<file path="config.mk">
export PLATFORM = sky130hd
export DESIGN_NAME = lbk_ctrl
export DESIGN_NICKNAME = d
export VERILOG_FILES = /design/src/lbk_ctrl.v /design/src/lbk_fifo.v
export VERILOG_INCLUDE_DIRS = /design/src
export SDC_FILE = /design/constraint.sdc
export NUM_CORES = 1
export LEC_CHECK = 0
export ABC_CLOCK_PERIOD_IN_PS = 6000
export BUFFER_PORTS_ARGS = -buffer_cell sky130_fd_sc_hd__buf_2
export CORE_AREA = 2 2 140 142
export CTS_CLUSTER_DIAMETER = 40
export DETAILED_ROUTE_END_ITERATION = 10
export DIE_AREA = 0 0 142 144
export GPL_TIMING_DRIVEN = 1
export PLACE_DENSITY_LB_ADDON = 0.2
export SLEW_MARGIN = 10
export SYNTH_ARGS = -nofsm -noshare
export SYNTH_HDL_FRONTEND = slang
export SYNTH_SLANG_ARGS = --single-unit
</file>
<file path="constraint.sdc">
create_clock -name mclk -period 6 [get_ports mclk]
set_input_delay 1.2 -clock mclk [delete_from_list [all_inputs] [get_ports mclk]]
set_output_delay 1.2 -clock mclk [all_outputs]
set_load 0.1 [all_outputs]
</file>
<file path="src/lbk_consts.vh">
`ifndef LBK_CONSTS_VH
`define LBK_CONSTS_VH

// Channel count and register address layout
`define LBK_NUM_CH        3
`define LBK_ADDR_W        5
`define LBK_REG_W         5
`define LBK_IDX_TXCTL     3'h1
`define LBK_IDX_LBCFG     3'h4

// Transmit control field positions
`define LBK_TXCTL_TRANSMIT_DISABLE   4
`define LBK_TXCTL_AOS     3
`define LBK_TXCTL_CLKINV  2

// Loopback field positions
`define LBK_LBCFG_LOCAL   1
`define LBK_LBCFG_REMOTE  0
`define LBK_LBCFG_MASK    5'h0f

// Reset value of every command field
`define LBK_REG_RESET     5'h00

// Serial frame layout: read flag, five address bits, five data bits
`define LBK_BIT_RDFLAG    4'h0
`define LBK_BIT_ADDR_LAST 4'h5
`define LBK_BIT_DATA_LAST 4'ha
`define LBK_FRAME_BITS    4'hb

// Transmit buffer shape
`define LBK_FIFO_WIDTH    2
`define LBK_FIFO_DEPTH    16
`define LBK_FIFO_AW       4

`endif

</file>
<file path="src/lbk_ctrl.v">
`timescale 1ns/1ns
`include "lbk_consts.vh"

// Function
// - Three independent channels 0..2, each with own loop select and transmit disable.
// - Analog local loop ignores line input; line output feeds the receive path.
// - Host mode: local bit D1 one, remote bit D0 zero gives analog loop.
// - Hardware mode: local pin high, remote pin low gives analog loop.
// - Digital local loop ignores line input; encoded transmit data goes to decoder.
// - Host mode: local and remote bits both one give digital loop.
// - Hardware mode: local and remote pins both high give digital loop.
// - Remote loop ignores transmit data; received line data is retransmitted unless host-mode bit D3 of transmit control forces all ones.
// - Host mode: remote bit one, local bit zero gives remote loop.
// - Hardware mode: remote pin high, local pin low gives remote loop.
// - A shut-off transmitter puts its line outputs in high impedance.
// - Shared transmit disable pin high shuts off all channel drivers.
// - Host mode: bit D4 of transmit control disables that channel driver.
// - Driver active only with pin low and channel disable bit zero.
// - Serial interface pins serve all channels in host mode, unused otherwise.
// - All command fields reset to zero: normal operation, transmitter enabled.
module lbk_ctrl #(
  parameter NCH        = `LBK_NUM_CH,
  parameter FIFO_DEPTH = `LBK_FIFO_DEPTH
) (
  input  wire           mclk,
  input  wire           arst_n,
  input  wire           host_mode,
  input  wire           transmit_disable,
  input  wire [NCH-1:0] local_loop_select,
  input  wire [NCH-1:0] remote_loop_select,
  input  wire [NCH-1:0] tx_terminal_clock,
  input  wire [NCH-1:0] tx_positive_rail_in,
  input  wire [NCH-1:0] tx_negative_rail_in,
  input  wire [NCH-1:0] rx_line_clock,
  input  wire [NCH-1:0] rx_line_positive,
  input  wire [NCH-1:0] rx_line_negative,
  output wire [NCH-1:0] tx_line_positive,
  output wire [NCH-1:0] tx_line_negative,
  output wire [NCH-1:0] tx_line_oe,
  output wire [NCH-1:0] rx_positive_rail_out,
  output wire [NCH-1:0] rx_negative_rail_out,
  output wire [NCH-1:0] recovered_clock_out,
  output wire [NCH-1:0] tx_accept_ready,
  input  wire           serial_clock,
  input  wire           serial_data_in,
  input  wire           serial_select_n,
  output wire           serial_data_out,
  output wire           serial_data_out_oe
);

  // Two shared pins, eight per-channel groups, three serial pins
  localparam AW  = 8 * NCH + 5;
  // Both command registers share one width
  localparam RW  = `LBK_REG_W;

  // Async input bundle, all through two flops before use
  wire [AW-1:0] async_in;
  reg  [AW-1:0] sync1_reg;
  reg  [AW-1:0] sync2_reg;
  reg  [NCH-1:0] txc_prev_reg;
  reg  [NCH-1:0] rxc_prev_reg;
  reg            sclk_prev_reg;

  assign async_in = {host_mode, transmit_disable, local_loop_select, remote_loop_select,
                     tx_terminal_clock, tx_positive_rail_in, tx_negative_rail_in,
                     rx_line_clock, rx_line_positive, rx_line_negative,
                     serial_clock, serial_data_in, serial_select_n};

  // Select resets to its idle high level so no frame looks open early
  always @(posedge mclk or negedge arst_n) begin
    if (!arst_n) begin
      sync1_reg <= {{(AW-1){1'b0}}, 1'b1};
      sync2_reg <= {{(AW-1){1'b0}}, 1'b1};
    end else begin
      sync1_reg <= async_in;
      sync2_reg <= sync1_reg;
    end
  end

  // Unpack the settled copies
  wire           host_s  = sync2_reg[AW-1];
  wire           txdis_s = sync2_reg[AW-2];
  wire [NCH-1:0] llb_s   = sync2_reg[AW-3 -: NCH];
  wire [NCH-1:0] rlb_s   = sync2_reg[AW-3-NCH -: NCH];
  wire [NCH-1:0] txc_s   = sync2_reg[AW-3-2*NCH -: NCH];
  wire [NCH-1:0] txp_s   = sync2_reg[AW-3-3*NCH -: NCH];
  wire [NCH-1:0] txn_s   = sync2_reg[AW-3-4*NCH -: NCH];
  wire [NCH-1:0] rxc_s   = sync2_reg[AW-3-5*NCH -: NCH];
  wire [NCH-1:0] rxp_s   = sync2_reg[AW-3-6*NCH -: NCH];
  wire [NCH-1:0] rxn_s   = sync2_reg[AW-3-7*NCH -: NCH];
  wire           sclk_s  = sync2_reg[2];
  wire           sdi_s   = sync2_reg[1];
  wire           csn_s   = sync2_reg[0];

  // Previous clock levels for edge detection
  // Link clocks are only sampled, so the block stays in one clock domain
  always @(posedge mclk or negedge arst_n) begin
    if (!arst_n) begin
      txc_prev_reg  <= {NCH{1'b0}};
      rxc_prev_reg  <= {NCH{1'b0}};
      sclk_prev_reg <= 1'b0;
    end else begin
      txc_prev_reg  <= txc_s;
      rxc_prev_reg  <= rxc_s;
      sclk_prev_reg <= sclk_s;
    end
  end

  // Command registers, one pair per channel
  // The loop register top bit is reserved and masked on write and read
  reg [RW-1:0] txctl_reg [0:NCH-1];
  reg [RW-1:0] lbcfg_reg [0:NCH-1];

  // Serial frame state
  reg [3:0]    bit_cnt_reg;
  reg          rd_flag_reg;
  reg [4:0]    addr_reg;
  reg [3:0]    wdata_reg;
  reg [RW-1:0] rd_shift_reg;
  reg          sdo_reg;
  wire         sclk_rise = sclk_s & ~sclk_prev_reg;
  wire [4:0]   addr_next = {addr_reg[3:0], sdi_s};
  wire [RW-1:0] wdata_full = {wdata_reg, sdi_s};
  integer      k;

  // Read decode; unmapped addresses and reserved bits read zero
  // Channel field value three selects nothing
  function [RW-1:0] reg_read;
    input [4:0] a;
    begin
      reg_read = {RW{1'b0}};
      if ({3'h0, a[4:3]} < NCH) begin
        if (a[2:0] == `LBK_IDX_TXCTL) begin
          reg_read = txctl_reg[a[4:3]];
        end else if (a[2:0] == `LBK_IDX_LBCFG) begin
          reg_read = lbcfg_reg[a[4:3]] & `LBK_LBCFG_MASK;
        end
      end
    end
  endfunction

  // Serial shifter; frames are ignored outside host mode
  // A released select or a switch to pin mode restarts the frame
  always @(posedge mclk or negedge arst_n) begin
    if (!arst_n) begin
      bit_cnt_reg  <= 4'h0;
      rd_flag_reg  <= 1'b0;
      addr_reg     <= 5'h00;
      wdata_reg    <= 4'h0;
      rd_shift_reg <= {RW{1'b0}};
      sdo_reg      <= 1'b0;
      for (k = 0; k < NCH; k = k + 1) begin
        txctl_reg[k] <= `LBK_REG_RESET;
        lbcfg_reg[k] <= `LBK_REG_RESET;
      end
    end else if (csn_s || !host_s) begin
      bit_cnt_reg <= 4'h0;
      sdo_reg     <= 1'b0;
    end else if (sclk_rise && bit_cnt_reg != `LBK_FRAME_BITS) begin
      bit_cnt_reg <= bit_cnt_reg + 4'h1;
      if (bit_cnt_reg == `LBK_BIT_RDFLAG) begin
        rd_flag_reg <= sdi_s;
      end else if (bit_cnt_reg <= `LBK_BIT_ADDR_LAST) begin
        addr_reg <= addr_next;
        if (bit_cnt_reg == `LBK_BIT_ADDR_LAST) begin
          // Read data is latched here so later writes cannot tear it
          {sdo_reg, rd_shift_reg} <= {reg_read(addr_next), 1'b0};
        end
      end else begin
        wdata_reg    <= wdata_full[3:0];
        sdo_reg      <= rd_shift_reg[RW-1];
        rd_shift_reg <= rd_shift_reg << 1;
        if (bit_cnt_reg == `LBK_BIT_DATA_LAST && !rd_flag_reg) begin
          for (k = 0; k < NCH; k = k + 1) begin
            if (addr_reg[4:3] == k[1:0] && addr_reg[2:0] == `LBK_IDX_TXCTL) begin
              txctl_reg[k] <= wdata_full;
            end
            if (addr_reg[4:3] == k[1:0] && addr_reg[2:0] == `LBK_IDX_LBCFG) begin
              lbcfg_reg[k] <= wdata_full & `LBK_LBCFG_MASK;
            end
          end
        end
      end
    end
  end

  // Output drive only during the data phase of a read
  // Released two cycles after select rises, so the host may drive next
  assign serial_data_out    = sdo_reg;
  assign serial_data_out_oe = ~csn_s & host_s & rd_flag_reg &
                              (bit_cnt_reg > `LBK_BIT_ADDR_LAST);

  genvar g;
  generate
    for (g = 0; g < NCH; g = g + 1) begin : g_ch
      wire [RW-1:0] txctl = txctl_reg[g];
      wire [RW-1:0] lbcfg = lbcfg_reg[g];
      wire llb = host_s ? lbcfg[`LBK_LBCFG_LOCAL]  : llb_s[g];
      wire rlb = host_s ? lbcfg[`LBK_LBCFG_REMOTE] : rlb_s[g];
      wire ana = llb & ~rlb;
      wire dig = llb & rlb;
      wire rem = rlb & ~llb;
      wire inv = host_s & txctl[`LBK_TXCTL_CLKINV];
      wire aos = host_s & txctl[`LBK_TXCTL_AOS];
      // Pin and bit combine by OR into the shut-off
      // The pin path is short for quick fail-over; a bit needs a whole frame
      wire drv_en = ~txdis_s & ~txctl[`LBK_TXCTL_TRANSMIT_DISABLE];
      wire tx_edge = inv ? (txc_prev_reg[g] & ~txc_s[g]) : (~txc_prev_reg[g] & txc_s[g]);
      wire rx_edge = ~rxc_prev_reg[g] & rxc_s[g];
      // Remote loop is paced by line timing, everything else by terminal timing
      wire line_edge = rem ? rx_edge : tx_edge;
      reg  mark_reg;
      reg  [1:0] line_reg;
      reg  [1:0] rx_reg;
      reg  rclk_reg;
      wire [1:0] src;
      wire [1:0] fifo_dout;
      wire fifo_valid;

      // All-ones alternates marks; remote loop drops terminal data
      assign src = aos ? {mark_reg, ~mark_reg} :
                   rem ? {rxp_s[g], rxn_s[g]} : {txp_s[g], txn_s[g]};

      // Drain stalls while the driver is off, so the buffer fills
      // Limitation: a filled buffer stays nearly full afterwards, so the
      // transmit delay grows to one entry less than the depth until the next reset
      lbk_fifo #(
        .WIDTH (`LBK_FIFO_WIDTH),
        .DEPTH (FIFO_DEPTH),
        .AW    (`LBK_FIFO_AW)
      ) u_fifo (
        .mclk      (mclk),
        .arst_n    (arst_n),
        .in_valid  (line_edge),
        .in_ready  (tx_accept_ready[g]),
        .in_data   (src),
        .out_valid (fifo_valid),
        .out_ready (line_edge & drv_en),
        .out_data  (fifo_dout)
      );

      // All-ones phase flips on every pacing edge
      always @(posedge mclk or negedge arst_n) begin
        if (!arst_n) begin
          mark_reg <= 1'b0;
        end else if (line_edge) begin
          mark_reg <= ~mark_reg;
        end
      end

      // Line driver register; cleared at once on shut-off so no stale mark lingers
      always @(posedge mclk or negedge arst_n) begin
        if (!arst_n) begin
          line_reg <= 2'h0;
        end else if (!drv_en) begin
          line_reg <= 2'h0;
        end else if (line_edge) begin
          line_reg <= fifo_valid ? fifo_dout : 2'h0;
        end
      end

      assign tx_line_positive[g] = line_reg[1];
      assign tx_line_negative[g] = line_reg[0];
      assign tx_line_oe[g]       = drv_en;

      // Clock copy follows the side that the receive rails come from
      always @(posedge mclk or negedge arst_n) begin
        if (!arst_n) begin
          rclk_reg <= 1'b0;
        end else begin
          rclk_reg <= (ana | dig) ? txc_s[g] : rxc_s[g];
        end
      end

      // Receive rail source per mode; local loops take the transmit side
      always @(posedge mclk or negedge arst_n) begin
        if (!arst_n) begin
          rx_reg   <= 2'h0;
        end else begin
          if (ana) begin
            // Only what the driver really puts on the line comes back
            if (tx_edge) begin
              rx_reg <= drv_en ? line_reg : 2'h0;
            end
          end else if (dig) begin
            // Taken before the driver, but a shut-off stalls the buffer, so the head entry repeats here
            if (tx_edge) begin
              rx_reg <= fifo_valid ? fifo_dout : 2'h0;
            end
          end else if (rx_edge) begin
            rx_reg <= {rxp_s[g], rxn_s[g]};
          end
        end
      end

      assign rx_positive_rail_out[g] = rx_reg[1];
      assign rx_negative_rail_out[g] = rx_reg[0];
      assign recovered_clock_out[g]  = rclk_reg;
    end
  endgenerate

endmodule // lbk_ctrl

</file>
<file path="src/lbk_fifo.v">
`timescale 1ns/1ns
module lbk_fifo #(
  parameter WIDTH = 2,
  parameter DEPTH = 16,
  parameter AW    = 4
) (
  input  wire             mclk,
  input  wire             arst_n,
  input  wire             in_valid,
  output wire             in_ready,
  input  wire [WIDTH-1:0] in_data,
  output wire             out_valid,
  input  wire             out_ready,
  output wire [WIDTH-1:0] out_data
);

  reg [WIDTH-1:0] mem_reg [0:DEPTH-1];
  reg [AW-1:0]    wr_ptr_reg;
  reg [AW-1:0]    rd_ptr_reg;
  reg [AW:0]      count_reg;
  wire            push;
  wire            pop;
  integer         i;

  // Full and empty come straight from the occupancy count
  assign in_ready  = (count_reg != DEPTH[AW:0]);
  assign out_valid = (count_reg != {(AW+1){1'b0}});
  assign out_data  = mem_reg[rd_ptr_reg];
  assign push      = in_valid & in_ready;
  assign pop       = out_valid & out_ready;

  // Pointers wrap explicitly so DEPTH need not be a power of two
  always @(posedge mclk or negedge arst_n) begin
    if (!arst_n) begin
      wr_ptr_reg <= {AW{1'b0}};
      rd_ptr_reg <= {AW{1'b0}};
      count_reg  <= {(AW+1){1'b0}};
      for (i = 0; i < DEPTH; i = i + 1) begin
        mem_reg[i] <= {WIDTH{1'b0}};
      end
    end else begin
      if (push) begin
        mem_reg[wr_ptr_reg] <= in_data;
        wr_ptr_reg <= (wr_ptr_reg == DEPTH[AW-1:0] - 1'b1) ? {AW{1'b0}} : wr_ptr_reg + 1'b1;
      end
      if (pop) begin
        rd_ptr_reg <= (rd_ptr_reg == DEPTH[AW-1:0] - 1'b1) ? {AW{1'b0}} : rd_ptr_reg + 1'b1;
      end
      if (push && !pop) begin
        count_reg <= count_reg + 1'b1;
      end else if (pop && !push) begin
        count_reg <= count_reg - 1'b1;
      end
    end
  end

endmodule // lbk_fifo

</file>
==> flow_summary.yaml, run 1 <==
route:
  drc: 0
  vias_per_cell: 6.114
  route.vias.total: 7746
  totalWireLength_um: 23780
  drt_iter0_drc: 483
  firstDrtPassIters: 5
  post_drt_wl_per_cell_um: 18.77
  detail-route-antenna-nets: 0
yosys:
  synthSimpleGateAreaFrac_pct: 10.98
  async_reset_ff_share_pct: 100.0
  yosys.area.top_type: "dfrtp_1"
  synth_warnings: 0
  synth_compound_area_share_pct: 6.533
  synthMuxAreaShare_pct: 20.15
  synth-seq-area-share_pct: 53.66
  synth.net_count: 1032
  netlist_area_mm2: 0.01232
  synth_top_family_by_area: "multiplexers"
  synth-edff-count: 0
  syn_inst: 967
  yosysTopAreaCellShare_pct: 53.24
  yosys-top-cells-area: "dfrtp_1 (53%), mux2_2 (14%), mux4_2 (4.4%), ha_1 (3.1%), nand4_1 (2.7%)"
  postSynthRegisterBits: 264
  ys.flop_type: "dfrtp_1"
  synth_cell_types: 69
  synth_adder_area_share_pct: 3.637
  synth-xor-area-share_pct: 1.849
  syn_area_per_cell_um2: 12.74
worst_hold_path:
  hp-class: "reg -> reg"
  min_from: "sync1_reg[16]$_DFF_PN0_"
final_layout:
  drive_above_1_share_pct: 30.22
  largest_register_ffs: 96
  fin_util_pct: 72.35
  stdcell_count: 1267
  area_growth_syn_to_layout_pct: 12.09
  fin_nets: 1070
  n_antenna_cell: 0
  num-fill-cells: 1288
setup_path:
  required_ns: 6.40
  worstSetupEndpoint: "g_ch[1].u_fifo.count_reg[4]$_DFFE_PN0P_"
  rr_worst_depth: 14
  end_kind: "flip-flop"
  worstSetupStartpoint: "sync2_reg[28]$_DFF_PN0_"
  cp-start-kind: "flip-flop"
  criticalPathCategory: "reg -> reg"
  crit_arrival_ns: 4.08
  r2r_start: "sync2_reg[28]$_DFF_PN0_"
  r2r-end: "g_ch[1].u_fifo.count_reg[4]$_DFFE_PN0P_"
  r2r_slack_ns: 2.32
  path_max_fanout: 34
job:
  cap_violations: 0
die:
  die_h_um: 144
  die_w_um: 142
  start_util_pct: 64.55
  core-area_mm2: 0.01908
  die_area_mm2: 0.02045
  ios: 54
  rows: 51
clock_tree:
  cts-resized-gates: 0
  post-cts-setup-buffers: 0
  cts-root-buf: "clkbuf_16"
  cts.htree.levels: 2
  cts_buffers: 35
  tritoncts: "built"
  holdBufCountCts: 0
  cts_buffer_depth: 3
  cts.clk_slew.worst_paths_ns: 0.06
  cts_num_sinks: 264
  insertion_delay_ns: 0.52
grt:
  grt_antenna_before_repair: 0
  grt_max_degree: 156
  grtUsageTotal_pct: 24.52
  grt_pass1_wl_um: 39870
  grt_pass1_vias: 7853
  grt-ovfl-total: 0
pwr:
  ir_drop_v: 0.0002754
  cellPowerDensity_mw_per_mm2: 463.8
  pwr-share-comb_pct: 26.3
  internal_power_mw: 4.333
  pwr-share-clk_pct: 32.0
  p_sw_mw: 2.070
  p_sw_share_pct: 32.33
  p_leak_nw: 6.252
  p_seq_share_pct: 41.7
sta:
  fin_tns_setup_ns: 0
  fmax_mhz: 271.6
  fin_crit_sh_pct: 61.35
  report.final.slew_viol_count: 0
  tightest_slew_ns: 0.8748
  slew_headroom_pct: 41.68
  hold_violations: 0
  whs_ns: 0.3449
  period_needed_ns: 3.681
  rsz0062_at_grt: "no"
  final.setup_skew_ns: 0.01837
  finalSetupViolations: 0
placed_design:
  gp_routability_congestion: 0.8230
  numPortBuffers: 53
  dpl.hpwl_um: 15830
  dp.cells: 1206
outcome:
  status: "finished, final reports clean"
[synthesized netlist by cell type (all sizes together), types with 2 or more instances]
library cell / count
dfrtp: 262
mux2: 154
nand2: 56
nand4: 54
ha: 31
nor2: 31
buf: 28
clkbuf: 28
nand3: 25
a21oi: 24
inv: 24
mux4: 24
nor2b: 21
o21ai: 21
mux2i: 17
xnor2: 16
nand2b: 14
a21o: 13
a31oi: 13
nor3: 12
xor2: 10
a22oi: 9
and2: 9
o22ai: 8
o2bb2ai: 6
a2bb2oi: 5
and3: 5
nor4: 4
or2: 4
fa: 3
nor3b: 3
a22o: 2
a31o: 2
a41o: 2
and4: 2
and4b: 2
dfstp: 2
nand3b: 2
o2111ai: 2
or3: 2
[critical path: stages, from the launching register on]
cell and delay, ns:
dfrtp_1 0.32, buf_4 0.30, nor2b_1 0.14, a2bb2oi_2 0.29, mux2i_4 0.68, and2_0 0.39, inv_1 0.08, ha_1 0.22
inv_1 0.13, ha_1 0.29, a21o_1 0.20, a21oi_1 0.17, xnor2_1 0.13, nor2_1 0.06, xor2_1 0.14
[power groups by stage]
stage               Combinational, mW  Sequential (mW)  Clock (mW)
floorplan                        1.37             2.61           0
global placement                 1.64             2.68           0
detailed placement               1.68             2.69           0
CTS                              1.70             2.67        2.08
global route                     1.86             2.75        2.16
finish                           1.68             2.67        2.05
[worst min path at each step]
stage,to,slack [ns],cells after the start
final,sync2_reg[16]$_DFF_PN0_,0.34,0
after global routing,sync2_reg[2]$_DFF_PN0_,0.36,0
after CTS,sync2_reg[2]$_DFF_PN0_,0.35,0
after detailed placement,sync2_reg[16]$_DFF_PN0_,0.33,0
after global placement,sync2_reg[27]$_DFF_PN0_,0.33,0
after floorplan,sync2_reg[10]$_DFF_PN0_,0.33,0
[per-layer routing]
layer | GRT usage [%] | part of all wire [%] | routed length (µm)
met3 | 3.675 | 3.7 | 889
met2 | 39.44 | 48 | 11480
met1 | 35.07 | 46 | 10890
met5 | 0 | 0 | 0
met4 | 7.632 | 2.2 | 515
[metrics by stage]
stage / total power [mW] / setup WS [ns] / instance area [µm²]
3_5_place_dp: 4.375 / 2.350 / 12630
3_3_place_gp: 4.313 / 2.436 / 12630
2_1_floorplan: 3.978 / 2.843 / 12320
5_1_grt: 6.759 / 2.006 / 13800
4_1_cts: 6.453 / 2.361 / 13800
6_report: 6.403 / 2.319 / 13800
[cell families after synthesis]
kind of cell,count (synthesis)
buffers and inverters,80
xor gates and xnor gates,26
muxes,195
adders and majority gates,34
and+or+nand+nor,250
AOI/OAI and AO/OA,118
DFF,264
[placed cells by master, fill, tap and decap left out, types with 5 or more instances in the layout]
master	instances
xor2_1	10
clkbuf_8	5
mux2_2	151
buf_2	52
a21oi_1	22
mux2i_1	14
o2bb2ai_1	6
mux4_2	24
nand2b_1	14
a31oi_1	13
nand3_1	25
nand2_1	56
o22ai_1	8
xnor2_1	16
and3_1	5
nor2b_1	21
clkbuf_16	36
o21ai_0	20
ha_1	31
inv_1	24
inv_6	5
a21o_1	13
dfrtp_1	262
a22oi_1	9
and2_1	7
nor3_1	11
nor2_1	30
nand4_1	54
[final cells by class]
cell class / count / area, µm² / share of cell area [%]
clock buffers: 45 / 984.7 / 7.133
clock inverters: 16 / 183.9 / 1.332
inverters: 24 / 90.09 / 0.6526
multi-input cells: 623 / 5321 / 38.55
flip-flops and latches: 264 / 6609 / 47.87
well taps: 238 / 297.8 / 2.157
repair buffers: 57 / 317.8 / 2.302
(Power assumes the default switching activity.)
==> run 2, diff against run 1 <==
ABC_CLOCK_PERIOD_IN_PS = 3200   (was 6000)
CORE_AREA = 2 2 152 154   (was 2 2 140 142)
DIE_AREA = 0 0 154 156   (was 0 0 142 144)
clock period = 3.2 ns   (was 6 ns; I/O delays follow)
==> run 2 against run 1 <==
Effect of this change: global-route usage fell by 3.0 points; sequential cell count did not move; critical path depth fell by 8; core utilization fell by 8.4 points; power rose by 100%; first-iteration DRC count fell by 8.5%; final cell count rose by 6.1%; die area rose by 17%; combinational power rose by 90%; clock power rose by 120%; via count rose by 0.52%; clock skew rose by 0.0030 ns; critical path type is now reg -> out; highest routed layer unchanged.
==> flow_summary.yaml, run 2 (synthesized netlist as in run 1, its figures left out) <==
outcome:
  status: "finished, final reports clean"
route:
  drc: 0
  detail-route-antenna-nets: 0
  totalWireLength_um: 24450
  vias_per_cell: 5.793
  route.vias.total: 7786
  post_drt_wl_per_cell_um: 18.19
  firstDrtPassIters: 5
  drt_iter0_drc: 442
die:
  start_util_pct: 55.07
  die_area_mm2: 0.02402
  core-area_mm2: 0.02237
  die_h_um: 156
  die_w_um: 154
  ios: 54
  rows: 55
pwr:
  p_leak_nw: 6.488
  cellPowerDensity_mw_per_mm2: 893.7
  pwr-share-clk_pct: 35.8
  p_sw_mw: 4.005
  p_seq_share_pct: 39.1
  p_sw_share_pct: 31.31
  internal_power_mw: 8.785
  ir_drop_v: 0.0005846
  power_mw: 12.79
  pwr-share-comb_pct: 25.0
grt:
  grtUsageTotal_pct: 21.56
  grt_pass1_wl_um: 42100
  grt_max_degree: 79
  grt-ovfl-total: 0
  grt_pass1_vias: 8167
  grt_antenna_before_repair: 0
sta:
  slew_headroom_pct: 49.27
  rsz0062_at_grt: "no"
  hold_violations: 0
  final.setup_skew_ns: 0.02141
  finalSetupViolations: 0
  fmax_mhz: 326.8
  fin_tns_setup_ns: 0
  fin_crit_sh_pct: 95.62
  whs_ns: 0.08756
  tightest_slew_ns: 0.7610
  report.final.slew_viol_count: 0
  period_needed_ns: 3.060
final_layout:
  num-fill-cells: 1717
  area_growth_syn_to_layout_pct: 16.20
  n_antenna_cell: 0
  register_area_mm2: 0.006609
  final_cell_mix: "dfrtp_1 (262), mux2_2 (151), nand2_1 (55), nand4_1 (54), buf_2 (52)"
  drive_above_1_share_pct: 32.39
  largest_register_ffs: 96
  mostFrequentLayoutCell: "dfrtp_1"
  fin_nets: 1094
  multi_input_area_mm2: 0.005325
placed_design:
  gp_routability_congestion: 0.8282
  dpl.hpwl_um: 16390
  numPortBuffers: 53
clock_tree:
  cts.htree.levels: 2
  cts.clk_slew.worst_paths_ns: 0.05
  insertion_delay_ns: 0.52
  cts_buffers: 41
  cts_num_sinks: 264
  tritoncts: "built"
  cts-root-buf: "clkbuf_16"
  cts_buffer_depth: 3
setup_path:
  criticalPathCategory: "reg -> out"
  cp-start-kind: "flip-flop"
  end_kind: "output pin"
  crit_arrival_ns: 2.42
  path_max_fanout: 5
  required_ns: 2.56
  rr_worst_depth: 14
job:
  cap_violations: 0
worst_hold_path:
  hp-class: "in -> async"
run 2: changes by cell type in the layout (fill, tap and decap cells not counted), moves of 2 or more:
cell       change
bufinv_16      +3
buf_4         +15
buf_12         +3
inv_6          +2
clkbuf_16      +7
run 2: per-stage QoR:
stage | instance area, µm² | utilization, % | instances | setup WS [ns]
2_1_floorplan | 12320 | - | 967 | 0.05453
3_3_place_gp | 12840 | 57.43 | 1269 | 0.2457
3_5_place_dp | 12840 | 57.43 | 1269 | 0.1741
4_1_cts | 14290 | 63.87 | 1342 | 0.1277
5_1_grt | 14310 | 63.99 | 1344 | 0.008337
6_report | 14310 | 63.99 | 1344 | 0.1403
run 2: metal layers:
layer  up-vias  track usage, %  share of wire, %
li1       3665               -                 -
met2       132           34.81                48
met4         0           6.142               1.7
met5         -               0                 0
met3        37           3.500               3.5
met1      3952           30.53                47
run 2: path summary, 6_finish.rpt:
check                                      startpoint                                      end  slack [ns]
hold / removal                                 arst_n               bit_cnt_reg[1]$_DFFE_PN0P_        0.09
hold reg to reg                sync1_reg[6]$_DFF_PN0_                   sync2_reg[6]$_DFF_PN0_        0.34
setup / recovery           bit_cnt_reg[0]$_DFFE_PN0P_                       serial_data_out_oe        0.14
min in group mclk                     serial_select_n                   sync1_reg[0]$_DFF_PN1_        0.22
max in group asynchronous                      arst_n                  sync1_reg[16]$_DFF_PN0_        2.29
setup reg to reg              sync2_reg[28]$_DFF_PN0_  g_ch[0].u_fifo.count_reg[4]$_DFFE_PN0P_        0.20
run 2: power by group through the flow:
stage          clock (mW)  combinational, mW  sequential [mW]
2_1_floorplan           0               2.56             4.90
3_3_place_gp            0               3.13             5.03
3_5_place_dp            0               3.20             5.05
4_1_cts              4.67               3.23             5.01
5_1_grt              4.83               3.54             5.16
6_report             4.58               3.20             5.00
run 2: repair_timing:
item / 4_1_cts / 5_1_grt
hold buffers: 0 / 0
gates resized for setup: 0 / 2
buffers inserted: 0 / 2
endpoints found under the setup margin: 0 / 2
hold endpoints to repair: 0 / 0
run 2: layout make-up:
type | instances | area share [%]
clock buffers | 52 | 8.105
repair buffers | 75 | 3.427
inverters | 24 | 0.6295
well taps | 285 | 2.492
multi-input cells | 623 | 37.21
clock inverters | 21 | 1.958
flip-flops and latches | 264 | 46.18
run 2: critical path, cell delays in order, from the launching register on:
cell     delay [ns]
dfrtp_1        0.39
inv_1          0.10
ha_1           0.23
nor3b_1        0.35
or2_2          0.24
and3_1         0.17
buf_2          0.42
